File: src/logic/ssr_pkg.sv
// Constants shared by the system supervisor reset block
package ssr_pkg;

  // ==================== Timing ====================
  localparam int unsigned CLK_PERIOD_NS = 40;
  localparam int unsigned POR_TIME_NS   = 10000;
  localparam int unsigned MIN_RST_NS    = 1000;
  localparam int unsigned POR_CYC = (POR_TIME_NS + CLK_PERIOD_NS - 1) / CLK_PERIOD_NS;
  localparam int unsigned EXT_CYC = (MIN_RST_NS + CLK_PERIOD_NS - 1) / CLK_PERIOD_NS;

  // ==================== Register offsets ====================
  localparam logic [7:0] OFF_RST_STATUS = 8'h00;
  localparam logic [7:0] OFF_LVD_CTRL   = 8'h04;
  localparam logic [7:0] OFF_IRQ_EN     = 8'h08;
  localparam logic [7:0] OFF_BO_STATUS  = 8'h0C;
  localparam logic [7:0] OFF_WD_CTRL    = 8'h10;
  localparam logic [7:0] OFF_WD_PRESC   = 8'h14;
  localparam logic [7:0] OFF_WD_RELOAD  = 8'h18;
  localparam logic [7:0] OFF_WD_KICK    = 8'h1C;
  localparam logic [7:0] OFF_WD_COUNT   = 8'h20;
  localparam logic [7:0] OFF_TAMP_CTRL  = 8'h24;
  localparam logic [7:0] OFF_RTC_CFG    = 8'h28;
  localparam logic [7:0] OFF_TAMP_TIME  = 8'h2C;
  localparam logic [7:0] OFF_TAMP_DATE  = 8'h30;

  // ==================== Fields ====================
  localparam int unsigned ST_WD_BIT   = 0;
  localparam int unsigned ST_DROP_BIT = 1;
  localparam int unsigned ST_EXT_BIT  = 2;
  localparam int unsigned ST_DBG_BIT  = 3;
  localparam int unsigned LVD_SUP_IO_BIT = 0;
  localparam int unsigned LVD_SUP_BO_BIT = 1;
  localparam int unsigned LVD_OFF_BIT    = 2;
  localparam int unsigned WD_EN_BIT   = 0;
  localparam int unsigned WD_MODE_BIT = 1;
  localparam int unsigned TP_EN_BIT   = 0;
  localparam int unsigned TP_RISE_BIT = 1;
  localparam int unsigned TP_FLAG_BIT = 8;

  // ==================== Reset values and constants ====================
  localparam logic [2:0]  LVD_CTRL_RST  = 3'h2;
  localparam logic [1:0]  IRQ_EN_RST    = 2'h0;
  localparam logic [1:0]  WD_CTRL_RST   = 2'h0;
  localparam logic [7:0]  WD_PRESC_RST  = 8'hFF;
  localparam logic [15:0] WD_RELOAD_RST = 16'hFFFF;
  localparam logic [15:0] WD_TERM       = 16'h0000;
  localparam logic [31:0] BOOT_ADDR     = 32'h0000_0000;
  localparam logic [1:0]  RESP_OKAY     = 2'h0;
  localparam logic [1:0]  RESP_SLVERR   = 2'h2;

  typedef enum logic [1:0] {ST_GLOB, ST_CNT, ST_RUN} ssr_state_t;

endpackage : ssr_pkg

File: src/logic/ssr_sync.sv
// Two-flop synchroniser for a vector of asynchronous pins
`timescale 1ns/1ns
module ssr_sync #(
  parameter int unsigned      W   = 1,
  parameter logic [W-1:0]     RST = '0
) (
  input  wire logic         core_clk_i,
  input  wire logic         srst_i,
  input  wire logic [W-1:0] async_i,
  output logic      [W-1:0] sync_o
);

  logic [W-1:0] meta;

  // ==================== Per-bit stages ====================
  for (genvar i = 0; i < W; i++) begin : g_bit
    always_ff @(posedge core_clk_i) begin
      if (srst_i) begin
        meta[i]   <= RST[i];
        sync_o[i] <= RST[i];
      end else begin
        meta[i]   <= async_i[i];
        sync_o[i] <= meta[i];
      end
    end
  end

endmodule : ssr_sync

File: src/logic/ssr_top.sv
// System supervisor: reset sequencing, low-voltage, watchdog, tamper, AXI4-Lite registers
//
// Overview of operation
// - Global and system reset clear the same control registers; only a power-up global reset clears reset status.
// - Supply dropout, brownout, power-up give global reset; watchdog, pin, debug give system.
// - Readable reset-cause register shows watchdog or dropout; only power-up clears it.
// - Brownout on either supply raises an early-warning interrupt.
// - Firmware interrupt mask bits can suppress every brownout warning.
// - Core-supply dropout always forces global reset; nothing can mask it.
// - I/O dropout threshold picked from two levels by nonvolatile configuration.
// - Firmware can suppress selected low-voltage resets, or disable the detector.
// - Separate 16-bit down-counter works as watchdog or free-running counter.
// - Counter is clocked from the core clock through an 8-bit prescaler.
// - Without periodic reload, reaching terminal count issues a system reset.
// - Watchdog is disabled after every reset until firmware enables it.
// - Reset pin held low for the minimum time causes a system reset.
// - Active-low board reset output lasts as long as the power-on reset.
// - Power-up reset holds until both supplies are good, then lasts its duration.
// - After reset the CPU fetches from the flash base address only.
// - Debug-port reset command in debug mode causes a system reset.
// - Tamper input detects rising or falling edge as selected by firmware.
// - Tamper event captures current time and date into record registers.
// - Tamper event cuts the SRAM standby supply at once.
// - Core supply below threshold switches SRAM to battery, even with detector off, as its global reset re-enables it.
// - Configuration selects whether battery feeds only the clock or also SRAM.
//
// The AXI4-Lite interface to the registers and the address map were chosen for this implementation.
`timescale 1ns/1ns
module ssr_top (
  input  wire logic        core_clk_i,
  input  wire logic        srst_i,
  input  wire logic        por_i,
  input  wire logic        core_ok_i,
  input  wire logic        io_ok_lo_i,
  input  wire logic        io_ok_hi_i,
  input  wire logic        core_bo_i,
  input  wire logic        io_bo_i,
  input  wire logic        io_thr_sel_i,
  input  wire logic        ext_reset_in_low_i,
  input  wire logic        dbg_mode_i,
  input  wire logic        dbg_reset_cmd_i,
  input  wire logic        tamper_i,
  input  wire logic [31:0] rtc_time_i,
  input  wire logic [31:0] rtc_date_i,
  input  wire logic [7:0]  s_axi_awaddr_i,
  input  wire logic        s_axi_awvalid_i,
  output logic             s_axi_awready_o,
  input  wire logic [31:0] s_axi_wdata_i,
  input  wire logic [3:0]  s_axi_wstrb_i,
  input  wire logic        s_axi_wvalid_i,
  output logic             s_axi_wready_o,
  output logic [1:0]       s_axi_bresp_o,
  output logic             s_axi_bvalid_o,
  input  wire logic        s_axi_bready_i,
  input  wire logic [7:0]  s_axi_araddr_i,
  input  wire logic        s_axi_arvalid_i,
  output logic             s_axi_arready_o,
  output logic [31:0]      s_axi_rdata_o,
  output logic [1:0]       s_axi_rresp_o,
  output logic             s_axi_rvalid_o,
  input  wire logic        s_axi_rready_i,
  output logic             global_reset_o,
  output logic             system_reset_o,
  output logic             board_reset_out_low_o,
  output logic [31:0]      boot_addr_o,
  output logic             brownout_irq_o,
  output logic             sram_on_battery_o,
  output logic             sram_standby_cut_o,
  output logic             battery_feeds_sram_o,
  output logic             tamper_capture_o
);

  // ==================== Pin synchronisers ====================
  logic por_s, core_ok_s, io_ok_lo_s, io_ok_hi_s, core_bo_s, io_bo_s;
  logic io_thr_sel_s, ext_low_s, dbg_mode_s, dbg_cmd_s, tamper_s;

  ssr_sync #(
    .W   (11),
    .RST (11'h790)
  ) u_sync (
    .core_clk_i (core_clk_i),
    .srst_i     (srst_i),
    .async_i    ({por_i, core_ok_i, io_ok_lo_i, io_ok_hi_i, core_bo_i, io_bo_i,
                  ext_reset_in_low_i, dbg_mode_i, dbg_reset_cmd_i, tamper_i, io_thr_sel_i}),
    .sync_o     ({por_s, core_ok_s, io_ok_lo_s, io_ok_hi_s, core_bo_s, io_bo_s,
                  ext_low_s, dbg_mode_s, dbg_cmd_s, tamper_s, io_thr_sel_s})
  );

  // ==================== Registers and bus state ====================
  ssr_pkg::ssr_state_t state;
  logic        gkind;
  logic [15:0] por_cnt;
  logic [3:0]  rst_status;
  logic [2:0]  lvd_ctrl;
  logic [1:0]  irq_en;
  logic [1:0]  wd_ctrl;
  logic [7:0]  wd_presc;
  logic [15:0] wd_reload;
  logic [15:0] wd_count;
  logic        wd_timeout;
  logic [1:0]  tamp_ctrl;
  logic        tamp_flag;
  logic        tamp_q;
  logic        rtc_cfg;
  logic [31:0] tamp_time;
  logic [31:0] tamp_date;
  logic [15:0] ext_cnt;
  logic        ext_valid;
  logic        dbg_cmd_q;
  logic [7:0]  aw_addr;
  logic [31:0] w_data;
  logic [3:0]  w_strb;
  logic [31:0] wm;
  logic        do_wr;
  logic        wr_hit;
  logic [31:0] rd_val;
  logic        rd_hit;

  // ==================== Reset sources ====================
  logic       in_rst, clr, core_bad, io_ok, lvd_on, io_drop, bo_rst, dbg_req, gr_req, sr_req;
  logic [1:0] bo_vec;
  logic       tamp_evt;

  assign in_rst   = (state != ssr_pkg::ST_RUN);
  assign clr      = srst_i || in_rst;
  assign core_bad = !core_ok_s;
  assign io_ok    = io_thr_sel_s ? io_ok_hi_s : io_ok_lo_s;
  assign lvd_on   = !lvd_ctrl[ssr_pkg::LVD_OFF_BIT];
  assign io_drop  = lvd_on && !io_ok && !lvd_ctrl[ssr_pkg::LVD_SUP_IO_BIT];
  assign bo_vec   = {io_bo_s, core_bo_s};
  assign bo_rst   = lvd_on && (|bo_vec) && !lvd_ctrl[ssr_pkg::LVD_SUP_BO_BIT];
  assign dbg_req  = dbg_mode_s && dbg_cmd_s && !dbg_cmd_q;
  assign gr_req   = por_s || core_bad || io_drop || bo_rst;
  assign sr_req   = wd_timeout || ext_valid || dbg_req;

  // External pin must stay low a minimum time
  always_ff @(posedge core_clk_i) begin
    if (srst_i || ext_low_s) begin
      ext_cnt   <= 16'h0000;
      ext_valid <= 1'b0;
    end else begin
      ext_valid <= (ext_cnt == 16'(ssr_pkg::EXT_CYC - 1));
      if (ext_cnt != 16'(ssr_pkg::EXT_CYC)) begin
        ext_cnt <= ext_cnt + 16'h0001;
      end
    end
  end

  always_ff @(posedge core_clk_i) begin
    if (srst_i) begin
      dbg_cmd_q <= 1'b0;
    end else begin
      dbg_cmd_q <= dbg_cmd_s;
    end
  end

  // ==================== Reset sequencer ====================
  always_ff @(posedge core_clk_i) begin
    if (srst_i) begin
      state   <= ssr_pkg::ST_GLOB;
      gkind   <= 1'b1;
      por_cnt <= 16'h0000;
    end else if (gr_req) begin
      state   <= ssr_pkg::ST_GLOB;
      gkind   <= 1'b1;
      por_cnt <= 16'h0000;
    end else begin
      unique case (state)
        ssr_pkg::ST_GLOB: begin
          state <= ssr_pkg::ST_CNT;
        end
        ssr_pkg::ST_CNT: begin
          if (por_cnt == 16'(ssr_pkg::POR_CYC - 1)) begin
            state <= ssr_pkg::ST_RUN;
          end else begin
            por_cnt <= por_cnt + 16'h0001;
          end
        end
        ssr_pkg::ST_RUN: begin
          if (sr_req) begin
            state   <= ssr_pkg::ST_CNT;
            gkind   <= 1'b0;
            por_cnt <= 16'h0000;
          end
        end
      endcase
    end
  end

  always_ff @(posedge core_clk_i) begin
    if (srst_i) begin
      global_reset_o        <= 1'b1;
      system_reset_o        <= 1'b1;
      board_reset_out_low_o <= 1'b0;
      boot_addr_o           <= ssr_pkg::BOOT_ADDR;
    end else begin
      global_reset_o        <= in_rst && gkind;
      system_reset_o        <= in_rst;
      board_reset_out_low_o <= !in_rst;
      boot_addr_o           <= ssr_pkg::BOOT_ADDR;
    end
  end

  // Cause bits survive system resets
  always_ff @(posedge core_clk_i) begin
    if (srst_i || por_s) begin
      rst_status <= 4'h0;
    end else begin
      rst_status[ssr_pkg::ST_WD_BIT]   <= rst_status[ssr_pkg::ST_WD_BIT] || wd_timeout;
      rst_status[ssr_pkg::ST_DROP_BIT] <= rst_status[ssr_pkg::ST_DROP_BIT] || core_bad || io_drop;
      rst_status[ssr_pkg::ST_EXT_BIT]  <= rst_status[ssr_pkg::ST_EXT_BIT] || ext_valid;
      rst_status[ssr_pkg::ST_DBG_BIT]  <= rst_status[ssr_pkg::ST_DBG_BIT] || dbg_req;
    end
  end

  // ==================== AXI4-Lite write channel ====================
  assign wm    = {{8{w_strb[3]}}, {8{w_strb[2]}}, {8{w_strb[1]}}, {8{w_strb[0]}}};
  assign do_wr = !s_axi_awready_o && !s_axi_wready_o && !s_axi_bvalid_o;
  assign wr_hit = (aw_addr == ssr_pkg::OFF_LVD_CTRL) || (aw_addr == ssr_pkg::OFF_IRQ_EN) ||
                  (aw_addr == ssr_pkg::OFF_WD_CTRL) || (aw_addr == ssr_pkg::OFF_WD_PRESC) ||
                  (aw_addr == ssr_pkg::OFF_WD_RELOAD) || (aw_addr == ssr_pkg::OFF_WD_KICK) ||
                  (aw_addr == ssr_pkg::OFF_TAMP_CTRL) || (aw_addr == ssr_pkg::OFF_RTC_CFG);

  always_ff @(posedge core_clk_i) begin
    if (srst_i) begin
      s_axi_awready_o <= 1'b1;
      s_axi_wready_o  <= 1'b1;
      s_axi_bvalid_o  <= 1'b0;
      s_axi_bresp_o   <= ssr_pkg::RESP_OKAY;
      aw_addr         <= 8'h00;
      w_data          <= 32'h0000_0000;
      w_strb          <= 4'h0;
    end else begin
      if (s_axi_awvalid_i && s_axi_awready_o) begin
        s_axi_awready_o <= 1'b0;
        aw_addr         <= s_axi_awaddr_i;
      end
      if (s_axi_wvalid_i && s_axi_wready_o) begin
        s_axi_wready_o <= 1'b0;
        w_data         <= s_axi_wdata_i;
        w_strb         <= s_axi_wstrb_i;
      end
      if (do_wr) begin
        s_axi_bvalid_o  <= 1'b1;
        s_axi_bresp_o   <= wr_hit ? ssr_pkg::RESP_OKAY : ssr_pkg::RESP_SLVERR;
        s_axi_awready_o <= 1'b1;
        s_axi_wready_o  <= 1'b1;
      end else if (s_axi_bvalid_o && s_axi_bready_i) begin
        s_axi_bvalid_o <= 1'b0;
      end
    end
  end

  // ==================== Control registers ====================
  always_ff @(posedge core_clk_i) begin
    if (clr) begin
      lvd_ctrl <= ssr_pkg::LVD_CTRL_RST;
      irq_en   <= ssr_pkg::IRQ_EN_RST;
    end else if (do_wr && aw_addr == ssr_pkg::OFF_LVD_CTRL) begin
      lvd_ctrl <= (lvd_ctrl & ~wm[2:0]) | (w_data[2:0] & wm[2:0]);
    end else if (do_wr && aw_addr == ssr_pkg::OFF_IRQ_EN) begin
      irq_en <= (irq_en & ~wm[1:0]) | (w_data[1:0] & wm[1:0]);
    end
  end

  always_ff @(posedge core_clk_i) begin
    if (clr) begin
      wd_ctrl   <= ssr_pkg::WD_CTRL_RST;
      wd_presc  <= ssr_pkg::WD_PRESC_RST;
      wd_reload <= ssr_pkg::WD_RELOAD_RST;
    end else if (do_wr && aw_addr == ssr_pkg::OFF_WD_CTRL) begin
      wd_ctrl <= (wd_ctrl & ~wm[1:0]) | (w_data[1:0] & wm[1:0]);
    end else if (do_wr && aw_addr == ssr_pkg::OFF_WD_PRESC) begin
      wd_presc <= (wd_presc & ~wm[7:0]) | (w_data[7:0] & wm[7:0]);
    end else if (do_wr && aw_addr == ssr_pkg::OFF_WD_RELOAD) begin
      wd_reload <= (wd_reload & ~wm[15:0]) | (w_data[15:0] & wm[15:0]);
    end
  end

  ssr_wdog u_wdog (
    .core_clk_i (core_clk_i),
    .clr_i      (clr),
    .en_i       (wd_ctrl[ssr_pkg::WD_EN_BIT]),
    .wd_mode_i  (wd_ctrl[ssr_pkg::WD_MODE_BIT]),
    .presc_i    (wd_presc),
    .reload_i   (wd_reload),
    .kick_i     (do_wr && aw_addr == ssr_pkg::OFF_WD_KICK),
    .count_o    (wd_count),
    .timeout_o  (wd_timeout)
  );

  // ==================== Tamper and battery ====================
  assign tamp_evt = tamp_ctrl[ssr_pkg::TP_EN_BIT] &&
                    (tamp_ctrl[ssr_pkg::TP_RISE_BIT] ? (tamper_s && !tamp_q) : (!tamper_s && tamp_q));

  always_ff @(posedge core_clk_i) begin
    if (clr) begin
      tamp_ctrl <= 2'h0;
      tamp_flag <= 1'b0;
      rtc_cfg   <= 1'b0;
      tamp_q    <= 1'b0;
      tamp_time <= 32'h0000_0000;
      tamp_date <= 32'h0000_0000;
    end else begin
      tamp_q <= tamper_s;
      if (tamp_evt) begin
        tamp_flag <= 1'b1;
        tamp_time <= rtc_time_i;
        tamp_date <= rtc_date_i;
      end else if (do_wr && aw_addr == ssr_pkg::OFF_TAMP_CTRL && wm[ssr_pkg::TP_FLAG_BIT] &&
                   w_data[ssr_pkg::TP_FLAG_BIT]) begin
        tamp_flag <= 1'b0;
      end
      if (do_wr && aw_addr == ssr_pkg::OFF_TAMP_CTRL) begin
        tamp_ctrl <= (tamp_ctrl & ~wm[1:0]) | (w_data[1:0] & wm[1:0]);
      end
      if (do_wr && aw_addr == ssr_pkg::OFF_RTC_CFG && wm[0]) begin
        rtc_cfg <= w_data[0];
      end
    end
  end

  always_ff @(posedge core_clk_i) begin
    if (srst_i) begin
      brownout_irq_o       <= 1'b0;
      sram_on_battery_o    <= 1'b0;
      sram_standby_cut_o   <= 1'b0;
      battery_feeds_sram_o <= 1'b0;
      tamper_capture_o     <= 1'b0;
    end else begin
      brownout_irq_o       <= lvd_on && |(bo_vec & irq_en);
      sram_on_battery_o    <= lvd_on && core_bad;
      sram_standby_cut_o   <= tamp_evt || tamp_flag;
      battery_feeds_sram_o <= rtc_cfg && !tamp_evt && !tamp_flag;
      tamper_capture_o     <= tamp_evt;
    end
  end

  // ==================== AXI4-Lite read channel ====================
  always_comb begin
    rd_val = 32'h0000_0000;
    rd_hit = 1'b1;
    unique case (s_axi_araddr_i)
      ssr_pkg::OFF_RST_STATUS: rd_val[3:0]  = rst_status;
      ssr_pkg::OFF_LVD_CTRL:   rd_val[2:0]  = lvd_ctrl;
      ssr_pkg::OFF_IRQ_EN:     rd_val[1:0]  = irq_en;
      ssr_pkg::OFF_BO_STATUS:  rd_val[1:0]  = bo_vec;
      ssr_pkg::OFF_WD_CTRL:    rd_val[1:0]  = wd_ctrl;
      ssr_pkg::OFF_WD_PRESC:   rd_val[7:0]  = wd_presc;
      ssr_pkg::OFF_WD_RELOAD:  rd_val[15:0] = wd_reload;
      ssr_pkg::OFF_WD_KICK:    rd_val       = 32'h0000_0000;
      ssr_pkg::OFF_WD_COUNT:   rd_val[15:0] = wd_count;
      ssr_pkg::OFF_TAMP_CTRL:  rd_val       = {23'h0, tamp_flag, 6'h00, tamp_ctrl};
      ssr_pkg::OFF_RTC_CFG:    rd_val[0]    = rtc_cfg;
      ssr_pkg::OFF_TAMP_TIME:  rd_val       = tamp_time;
      ssr_pkg::OFF_TAMP_DATE:  rd_val       = tamp_date;
      default:                 rd_hit       = 1'b0;
    endcase
  end

  always_ff @(posedge core_clk_i) begin
    if (srst_i) begin
      s_axi_arready_o <= 1'b1;
      s_axi_rvalid_o  <= 1'b0;
      s_axi_rdata_o   <= 32'h0000_0000;
      s_axi_rresp_o   <= ssr_pkg::RESP_OKAY;
    end else if (s_axi_arvalid_i && s_axi_arready_o) begin
      s_axi_arready_o <= 1'b0;
      s_axi_rvalid_o  <= 1'b1;
      s_axi_rdata_o   <= rd_val;
      s_axi_rresp_o   <= rd_hit ? ssr_pkg::RESP_OKAY : ssr_pkg::RESP_SLVERR;
    end else if (s_axi_rvalid_o && s_axi_rready_i) begin
      s_axi_rvalid_o  <= 1'b0;
      s_axi_arready_o <= 1'b1;
    end
  end

  // ==================== Checks ====================
  AST_CORE_DROP: assert property (@(posedge core_clk_i) disable iff (srst_i)
    core_bad |-> ##[1:2] global_reset_o && !board_reset_out_low_o)
    else $error("Core dropout did not force global reset");

  AST_SYS_KIND: assert property (@(posedge core_clk_i) disable iff (srst_i)
    state == ssr_pkg::ST_RUN && sr_req && !gr_req |=> ##1 system_reset_o && !global_reset_o)
    else $error("System reset source produced wrong reset kind");

  AST_POR_HOLD: assert property (@(posedge core_clk_i) disable iff (srst_i)
    gr_req |=> state == ssr_pkg::ST_GLOB && por_cnt == 16'h0000)
    else $error("Reset released while supplies bad");

  AST_STATUS_KEEP: assert property (@(posedge core_clk_i) disable iff (srst_i || por_s)
    ##1 (($past(rst_status) & ~rst_status) == 4'h0))
    else $error("Reset status bit lost without power-up");

  AST_WD_OFF: assert property (@(posedge core_clk_i) disable iff (srst_i)
    $rose(board_reset_out_low_o) |-> wd_ctrl == 2'h0 && !wd_timeout)
    else $error("Watchdog enabled on leaving reset");

  AST_IRQ: assert property (@(posedge core_clk_i) disable iff (srst_i)
    (bo_vec & irq_en) == 2'h0 |=> !brownout_irq_o)
    else $error("Masked brownout reached interrupt");

  AST_TAMPER: assert property (@(posedge core_clk_i) disable iff (clr)
    tamp_evt |=> sram_standby_cut_o && tamper_capture_o && !battery_feeds_sram_o && tamp_time == $past(rtc_time_i))
    else $error("Tamper event did not cut SRAM supply");

  AST_EXT_RST: assert property (@(posedge core_clk_i) disable iff (srst_i)
    ext_valid && state == ssr_pkg::ST_RUN && !gr_req |=> state == ssr_pkg::ST_CNT && !gkind)
    else $error("Valid reset pin pulse ignored");

  AST_BOOT: assert property (@(posedge core_clk_i) disable iff (srst_i)
    $rose(board_reset_out_low_o) |-> boot_addr_o == ssr_pkg::BOOT_ADDR && !system_reset_o)
    else $error("Boot address not flash base");

endmodule : ssr_top

File: src/logic/ssr_wdog.sv
// Watchdog / free-running down-counter with 8-bit prescaler
`timescale 1ns/1ns
module ssr_wdog (
  input  wire logic        core_clk_i,
  input  wire logic        clr_i,
  input  wire logic        en_i,
  input  wire logic        wd_mode_i,
  input  wire logic [7:0]  presc_i,
  input  wire logic [15:0] reload_i,
  input  wire logic        kick_i,
  output logic      [15:0] count_o,
  output logic             timeout_o
);

  logic [7:0] pre;
  logic       tick;

  assign tick = en_i && !kick_i && (pre == 8'h00);

  // ==================== Prescaler ====================
  always_ff @(posedge core_clk_i) begin
    if (clr_i || kick_i || !en_i) begin
      pre <= presc_i;
    end else if (pre == 8'h00) begin
      pre <= presc_i;
    end else begin
      pre <= pre - 8'h01;
    end
  end

  // ==================== Counter ====================
  always_ff @(posedge core_clk_i) begin
    if (clr_i) begin
      count_o   <= ssr_pkg::WD_RELOAD_RST;
      timeout_o <= 1'b0;
    end else begin
      timeout_o <= tick && wd_mode_i && ((count_o - 16'h0001) == ssr_pkg::WD_TERM);
      if (kick_i) begin
        count_o <= reload_i;
      end else if (tick) begin
        count_o <= (count_o == ssr_pkg::WD_TERM) ? reload_i : count_o - 16'h0001;
      end
    end
  end

  AST_WD_TIMEOUT: assert property (@(posedge core_clk_i) disable iff (clr_i)
    tick && wd_mode_i && count_o == 16'h0001 |=> timeout_o && count_o == ssr_pkg::WD_TERM)
    else $error("Watchdog missed terminal count");

  AST_WD_KICK: assert property (@(posedge core_clk_i) disable iff (clr_i)
    kick_i |=> count_o == $past(reload_i) && pre == $past(presc_i) && !timeout_o)
    else $error("Watchdog reload did not restore counter and prescaler");

endmodule : ssr_wdog

File: config.mk
export PLATFORM = sky130hd
export DESIGN_NAME = ssr_top
export DESIGN_NICKNAME = d
export VERILOG_FILES = /design/src/logic/ssr_pkg.sv /design/src/logic/ssr_sync.sv /design/src/logic/ssr_top.sv /design/src/logic/ssr_wdog.sv
export SDC_FILE = /design/constraint.sdc
export NUM_CORES = 1
export LEC_CHECK = 0
export BUFFER_PORTS_ARGS = -buffer_cell sky130_fd_sc_hd__buf_2
export CORE_ASPECT_RATIO = 1.1
export CORE_MARGIN = 2
export CORE_UTILIZATION = 45
export CTS_BUF_LIST = sky130_fd_sc_hd__clkbuf_16
export DETAILED_ROUTE_END_ITERATION = 6
export PLACE_DENSITY_LB_ADDON = 0.3
export SYNTH_ARGS = -nofsm -noshare
export SYNTH_HDL_FRONTEND = slang
export SYNTH_SLANG_ARGS = --single-unit
File: constraint.sdc
create_clock -name core_clk_i -period 2.5 [get_ports core_clk_i]
set_input_delay 0 -clock core_clk_i [delete_from_list [all_inputs] [get_ports core_clk_i]]
set_output_delay 0 -clock core_clk_i [all_outputs]
set_load 0.02 [all_outputs]
==> results.md, run 1 <==
* Status: finished clean
* Final WL at 31.30 mm
* Worst path required time at 2.95 ns
* Detailed-route DRC error count at 0
* Post-synth EDFFs at 0
* Slew @ Worst Pin at 0.7950 ns
* Post-synthesis sequential area ratio at 46.16%
* Synth top area cells: dfxtp_1 (46%), nand2_1 (8.2%), a21oi_1 (5.5%)
* H-tree levels at 1
* Fin crit share at 91.62%
* CTS Sinks at 261
* CP delay by family, top: simple AND/OR/NAND/NOR gates
* R2R Path Start: u_wdog.count_o[1]
* Post-DRT Antenna Nets at 0
* Max-slew headroom at 47.00%
* ANT cells at 0
* RSZ-0062 raised after global routing: no
* Synth Area in Adders at 1.194%
* Reg2Reg Setup Slack at 0.21 ns
* Share of the synthesized area in the top cell type at 46.16%
* Final hold violations at 0
* Worst min-delay path category: in2reg
* Rows at 60
* Max FO, Critical Path at 5
* PwrDens at 610.4 nW/um^2
* #FFs+latches synth at 261
* Final hold slack at 0.03800 ns
* Pre-CTS setup slack at 0.1065 ns
* CP peak stage delay at 0.52 ns
* Synth Area in XOR/XNOR at 2.708%
* Yosys cell types at 76
* CTS Buf Count at 26
* CP max-delay cell: or4_4
* Startpoint Class: register
* Min Tclk post-route at 2.291 ns
* Main synth FF type: dfxtp_1
* Initial antenna violation count at 1
* Total core area at 24,620 sq um
* Routability cong. at 0.9045
* Yosys Warn Count at 0
* Endpoint class of the critical path: register
* First-pass GRT wire length at 50.46 mm
* Slew Viols, Final at 0
* Reg2Reg Depth at 6
* Number of port buffers at 162
* Achievable Freq at 436.6 MHz
* CP Class: reg2reg
* DP Wirelength at 21.05 mm
* Mux contribution to synthesized area at 5.162%
* Largest family of logic cells by synthesized area: simple AND/OR/NAND/NOR gates
* Top cells by count, synth: dfxtp_1 (261), nand2_1 (248), a21oi_1 (125)
* Drt via density at 5.360
* Design Power at 8.813 mW
* Clock transition at path regs at 0.07 ns
* Clk buf depth at 3
* # nets final at 1,748
* Cell leakage power at 5.671 nW
* Ports at 215
* Vias in the first global route at 9,921
* Worst-Skew Late Latency at 0.53 ns
* CP endpoint: u_wdog.timeout_o
* Setup TNS at 0 ns
* Max IR drop VDD at 0.5534 mV
* Synth Cell Area at 11,320 sq um
* Clk root buf: clkbuf_16
* Data arrival, critical path at 2.74 ns
* Largest net degree at the start of global routing at 71
* Setup Skew at 0.02312 ns
* Async SR Flop Fraction at 0%
* Syn-to-layout area delta at 27.56%
* Final Setup Violations at 0
* Area share of and/or/nand/nor cells after synthesis at 23.08%
* Reg2reg end: u_wdog.timeout_o
* Via count at 10.35k
* TritonCTS clock tree: done
* Crit path buffers/inverters at 1
* Cells after synthesis at 1,332
* Die Y at 170.3 microns
* Most numerous cell in the Yosys netlist: dfxtp_1
* Layout cells sized above 1 at 18.01%
* Max cap viols at 0
* Initial core utilization at 45.97%
* Total gr overflow at 0
* CP cell instances: buf_4, or4_4, nor4_1, xor2_1, or4_1, nor4_2
* Cell taking the most area after synthesis: dfxtp_1
* Total die area at 26,440 sq um
* Wirelength per Cell at 16.21 microns
* Iteration-0 DRC Markers at 773
* Syn_area_per_cell at 8.498 sq um
* Critical path depth at 6
* Layout Utilization at 58.64%
* Total GRT Usage at 23.18%
* Drt first pass iters at 5
* Synth Area in Compound Gates at 15.36%
* Post-CTS Setup Bufs at 0
* Worst setup startpoint: u_wdog.count_o[1]
* Die Width at 155.2 microns
* Setup ws final at 0.2094 ns
worst min path at each step:
stage,start,endpoint,slack (ns),cells after the start
detailed placement,io_ok_lo_i,u_sync.meta[8],0.19,2
floorplan,s_axi_wvalid_i,s_axi_wready_o,0.10,1
finish,s_axi_araddr_i[6],s_axi_rdata_o[2],0.04,6
CTS,s_axi_araddr_i[7],s_axi_rdata_o[2],0.008,6
global route,s_axi_araddr_i[7],s_axi_rdata_o[0],0.05,5
global placement,io_ok_lo_i,u_sync.meta[8],0.18,2
where the power goes:
part	switching [mW]	internal (mW)	leakage [nW]
Clock	1.60	2.25	0.418
Sequential	0.0486	4.24	2.12
Combinational	0.359	0.317	3.13
Total	2.01	6.80	5.67
layout by cell type, fill, tap and decap left out, types with 10 or more instances in the layout:
cell type / instances
dfxtp_1: 261
nand4_1: 10
conb_1: 34
buf_4: 51
clkbuf_16: 27
mux2i_1: 43
inv_1: 21
nor2_1: 116
xnor2_1: 11
o21ai_0: 29
dlygate4sd3_1: 116
nand3_1: 29
xor2_1: 24
nand2_1: 248
nor3_1: 38
ha_1: 10
or2_2: 14
a221oi_1: 19
nor4_1: 15
a22oi_1: 34
buf_2: 162
a21oi_1: 125
nor2b_1: 21
routing by layer:
| layer | GRT usage (%) | share of wire (%) | vias up |
|---|---|---|---|
| met5 | 0 | 0.048 | - |
| met4 | 6.223 | 1.9 | 2 |
| met3 | 3.158 | 6.1 | 51 |
| met2 | 39.75 | 47 | 352 |
| met1 | 30.78 | 44 | 4830 |
| li1 | - | - | 5116 |
worst reg2reg max path, cell delays in order (launching register included):
cell	delay [ns]
dfxtp_1	0.31
buf_4	0.14
or4_4	0.52
nor4_1	0.34
xor2_1	0.15
or4_1	0.50
nor4_2	0.25
metrics by stage:
stage,area (sq um),std cells
finish,14440,1931
global route,14440,1931
CTS,14430,1931
detailed placement,12440,1770
global placement,12440,1770
floorplan,11440,1365
repair_timing:
item	in CTS	in global routing
endpoints found under the setup margin	0	1
hold buffers	116	0
endpoints found under the hold margin	118	0
resized for setup	0	1
cell families (layout without fill, tap and decap cells):
family	after synthesis	count (layout)
other	1	34
muxes	54	54
adders and majority gates	11	11
xor gates and xnor gates	35	35
AOI/OAI and AO/OA	274	274
DFF	261	261
and+or+nand+nor	559	559
buffers and inverters	137	393
layout make-up:
class                           instances  area [sq um]
Fill cell                            2173         10180
Multi-Input combinational cell        967          5547
Sequential cell                       261          5225
Timing Repair Buffer                  330          2375
Clock buffer                           27         675.6
Tap cell                              310         387.9
Clock inverter                         18         161.4
Inverter                               18         67.56
Power figures use the tool's default switching activity.
==> inputs of run 2 (changes only) <==
--- a/config.mk
+++ b/config.mk
@@ -11,7 +11,7 @@
 export CORE_UTILIZATION = 45
 export CTS_BUF_LIST = sky130_fd_sc_hd__clkbuf_16
 export DETAILED_ROUTE_END_ITERATION = 6
-export PLACE_DENSITY_LB_ADDON = 0.3
+export PLACE_DENSITY = 0.7
 export SYNTH_ARGS = -nofsm -noshare
 export SYNTH_HDL_FRONTEND = slang
 export SYNTH_SLANG_ARGS = --single-unit
==> run 2 against run 1 <==
Against the previous run:
- fmax down 1.2%
- worst setup slack worse by 0.027 ns
- final area down 0.75%
- global-route usage down 0.13 points
- cell count down 0.31%
- sequential share of layout area up 0.27 points
- critical endpoint unchanged
- sequential cell count unchanged
- core utilization down 0.44 points
- clock-buffer cell count unchanged
==> results.md, run 2 (synthesized netlist as in run 1, its figures left out) <==
* Final hold violations at 0 (unchanged)
* Startpoint Class: register (unchanged)
* Design Power at 8.519 mW (was 8.813 mW)
* Post-DRT Antenna Nets at 0 (unchanged)
* H-tree levels at 1 (unchanged)
* Setup TNS at 0 ns (unchanged)
* Endpoint class of the critical path: register (unchanged)
* Largest net degree at the start of global routing at 66 (was 71)
* Sw Pwr at 2.023 mW (was 2.009 mW)
* Clk root buf: clkbuf_16 (unchanged)
* CP cell instances: inv_1, ha_1, or3b_2, nor3_4, xor2_1, or4_1, nor4_2 (was buf_4, or4_4, nor4_1, xor2_1, or4_1, nor4_2)
* Clk pwr share at 41.8% (was 43.7%)
* Commonest non-fill, non-tap cell in the layout: dfxtp_1 (unchanged)
* Most frequent cells in the layout: dfxtp_1 (261), nand2_1 (248), buf_2 (161) (was dfxtp_1 (261), nand2_1 (248), buf_2 (162))
* Drt first pass iters at 6 (was 5)
* Total GRT Usage at 23.05% (was 23.18%)
* CP delay by family, top: simple AND/OR/NAND/NOR gates (unchanged)
* Initial antenna violation count at 0 (was 1)
* CTS Sinks at 261 (unchanged)
* Final WL at 31.37 mm (was 31.30 mm)
* R2R Path Start: u_wdog.count_o[1] (unchanged)
* Syn-to-layout area delta at 26.61% (was 27.56%)
* CP peak stage delay at 0.54 ns (was 0.52 ns)
* Detailed-route DRC error count at 0 (unchanged)
* PwrDens at 594.4 nW/um^2 (was 610.4 nW/um^2)
* Wirelength per Cell at 16.29 microns (was 16.21 microns)
* Die Y at 170.3 microns (unchanged)
* Slew @ Worst Pin at 0.9303 ns (was 0.7950 ns)
* Die Width at 155.2 microns (unchanged)
* DP Wirelength at 20.80 mm (was 21.05 mm)
* Clk buf depth at 3 (unchanged)
* Fin area at 14,330 sq um (was 14,440 sq um)
* Rows at 60 (unchanged)
* Setup Skew at 0.008350 ns (was 0.02312 ns)
* Total core area at 24,620 sq um (unchanged)
* DRT met1 WL at 13.46 mm (was 13.92 mm)
* Status: finished clean (unchanged)
* Max FO, Critical Path at 6 (was 5)
* Highest metal used: met4 (was met5)
* Min Tclk post-route at 2.318 ns (was 2.291 ns)
* Max IR drop VDD at 0.3188 mV (was 0.5534 mV)
* Sw Ratio at 23.74% (was 22.80%)
* Placed Area at 12,360 sq um (was 12,440 sq um)
* Routability cong. at 0.9126 (was 0.9045)
* Worst min-delay path category: in2reg (unchanged)
* Iteration-0 DRC Markers at 746 (was 773)
* Crit path buffers/inverters at 1 (unchanged)
* ANT cells at 0 (unchanged)
* Fin crit share at 92.71% (was 91.62%)
* CP Class: reg2reg (unchanged)
* Total die area at 26,440 sq um (unchanged)
* Slew Viols, Final at 0 (unchanged)
* Ports at 215 (unchanged)
* Via count at 10.37k (was 10.35k)
* Worst-Skew Late Latency at 0.53 ns (about the same)
* Worst setup startpoint: u_wdog.count_o[1] (unchanged)
* CTS Buf Count at 26 (unchanged)
* Clock transition at path regs at 0.06 ns (was 0.07 ns)
* Number of port buffers at 162 (unchanged)
* Initial core utilization at 45.97% (unchanged)
* TritonCTS clock tree: done (unchanged)
* Vias in the first global route at 9,851 (was 9,921)
* Drt via density at 5.388 (was 5.360)
* Final Setup Violations at 0 (unchanged)
* Met2 wire length at 14.93 mm (was 14.84 mm)
* Layout cells sized above 1 at 17.65% (was 18.01%)
* Worst path required time at 2.94 ns (was 2.95 ns)
* Hold path startpoint: s_axi_araddr_i[7] (was s_axi_araddr_i[6])
* Comb pwr share at 7.9% (was 7.7%)
* Max-slew headroom at 37.75% (was 47.00%)
* First-pass GRT wire length at 50.09 mm (was 50.46 mm)
* Final hold slack at 0.03043 ns (was 0.03800 ns)
* CP max-delay cell: or4_1 (was or4_4)
* Achievable Freq at 431.4 MHz (was 436.6 MHz)
* Max cap viols at 0 (unchanged)
* Met3 WL post-DR at 2.316 mm (was 1.916 mm)
* Data arrival, critical path at 2.76 ns (was 2.74 ns)
* RSZ-0062 raised after global routing: no (unchanged)
* # nets final at 1,741 (was 1,748)
* Total gr overflow at 0 (unchanged)
* Flop pwr share at 50.3% (was 48.6%)
* Cell leakage power at 5.627 nW (was 5.671 nW)
* Int Power at 6.496 mW (was 6.804 mW)
==> run 2: power by group through the flow <==
| stage | logic, mW | registers (mW) | clock network [mW] |
|---|---|---|---|
| final | 0.673 | 4.29 | 3.56 |
| after global routing | 0.733 | 4.29 | 3.80 |
| after CTS | 0.659 | 4.28 | 3.64 |
| after detailed placement | 0.519 | 4.38 | 0 |
| after global placement | 0.513 | 4.37 | 0 |
| after floorplan | 0.313 | 4.40 | 0 |
==> run 2: path summary, 6_finish.rpt <==
path,end,slack [ns],depth (start not counted)
min,s_axi_rdata_o[2],0.03,6
max reg2reg,u_wdog.timeout_o,0.18,7
max,u_wdog.timeout_o,0.18,7
min reg2reg,u_sync.sync_o[10],0.41,1
==> run 2: worst min-delay path, stage by stage <==
cell	delay, ns
buf_2	0.13
nor4_1	0.09
nand2_1	0.10
nor2_1	0.06
o211ai_1	0.07
o21ai_0	0.07
==> run 2: layer usage <==
| metal | global-route usage [%] | vias up |
|---|---|---|
| met5 | 0 | - |
| met4 | 5.584 | 0 |
| met3 | 4.151 | 52 |
| met2 | 39.86 | 376 |
| met1 | 29.91 | 4829 |
| li1 | - | 5114 |
==> run 2: final cells by class <==
| cell class | count | area [sq um] |
|---|---|---|
| clock buffers | 27 | 675.6 |
| clock inverters | 19 | 92.59 |
| fillers | 2163 | 10290 |
| inverters | 18 | 67.56 |
| multi-input cells | 967 | 5555 |
| flip-flops and latches | 261 | 5225 |
| well taps | 310 | 387.9 |
| repair buffers | 323 | 2327 |
==> run 2: through the flow <==
stage,util [%],std cells,setup slack (ns)
global placement,50.18,1759,0.1381
finish,58.20,1925,0.1822
floorplan,-,1365,0.1623
global route,58.20,1925,0.05000
detailed placement,50.18,1759,0.07330
CTS,58.05,1922,0.05096
==> run 2: what timing repair did <==
action / 4_1_cts / 5_1_grt
buffers inserted: 0 / 3
resized for setup: 0 / 3
endpoints found under the setup margin: 0 / 3
hold buffers: 117 / 0
hold endpoints to repair: 131 / 0
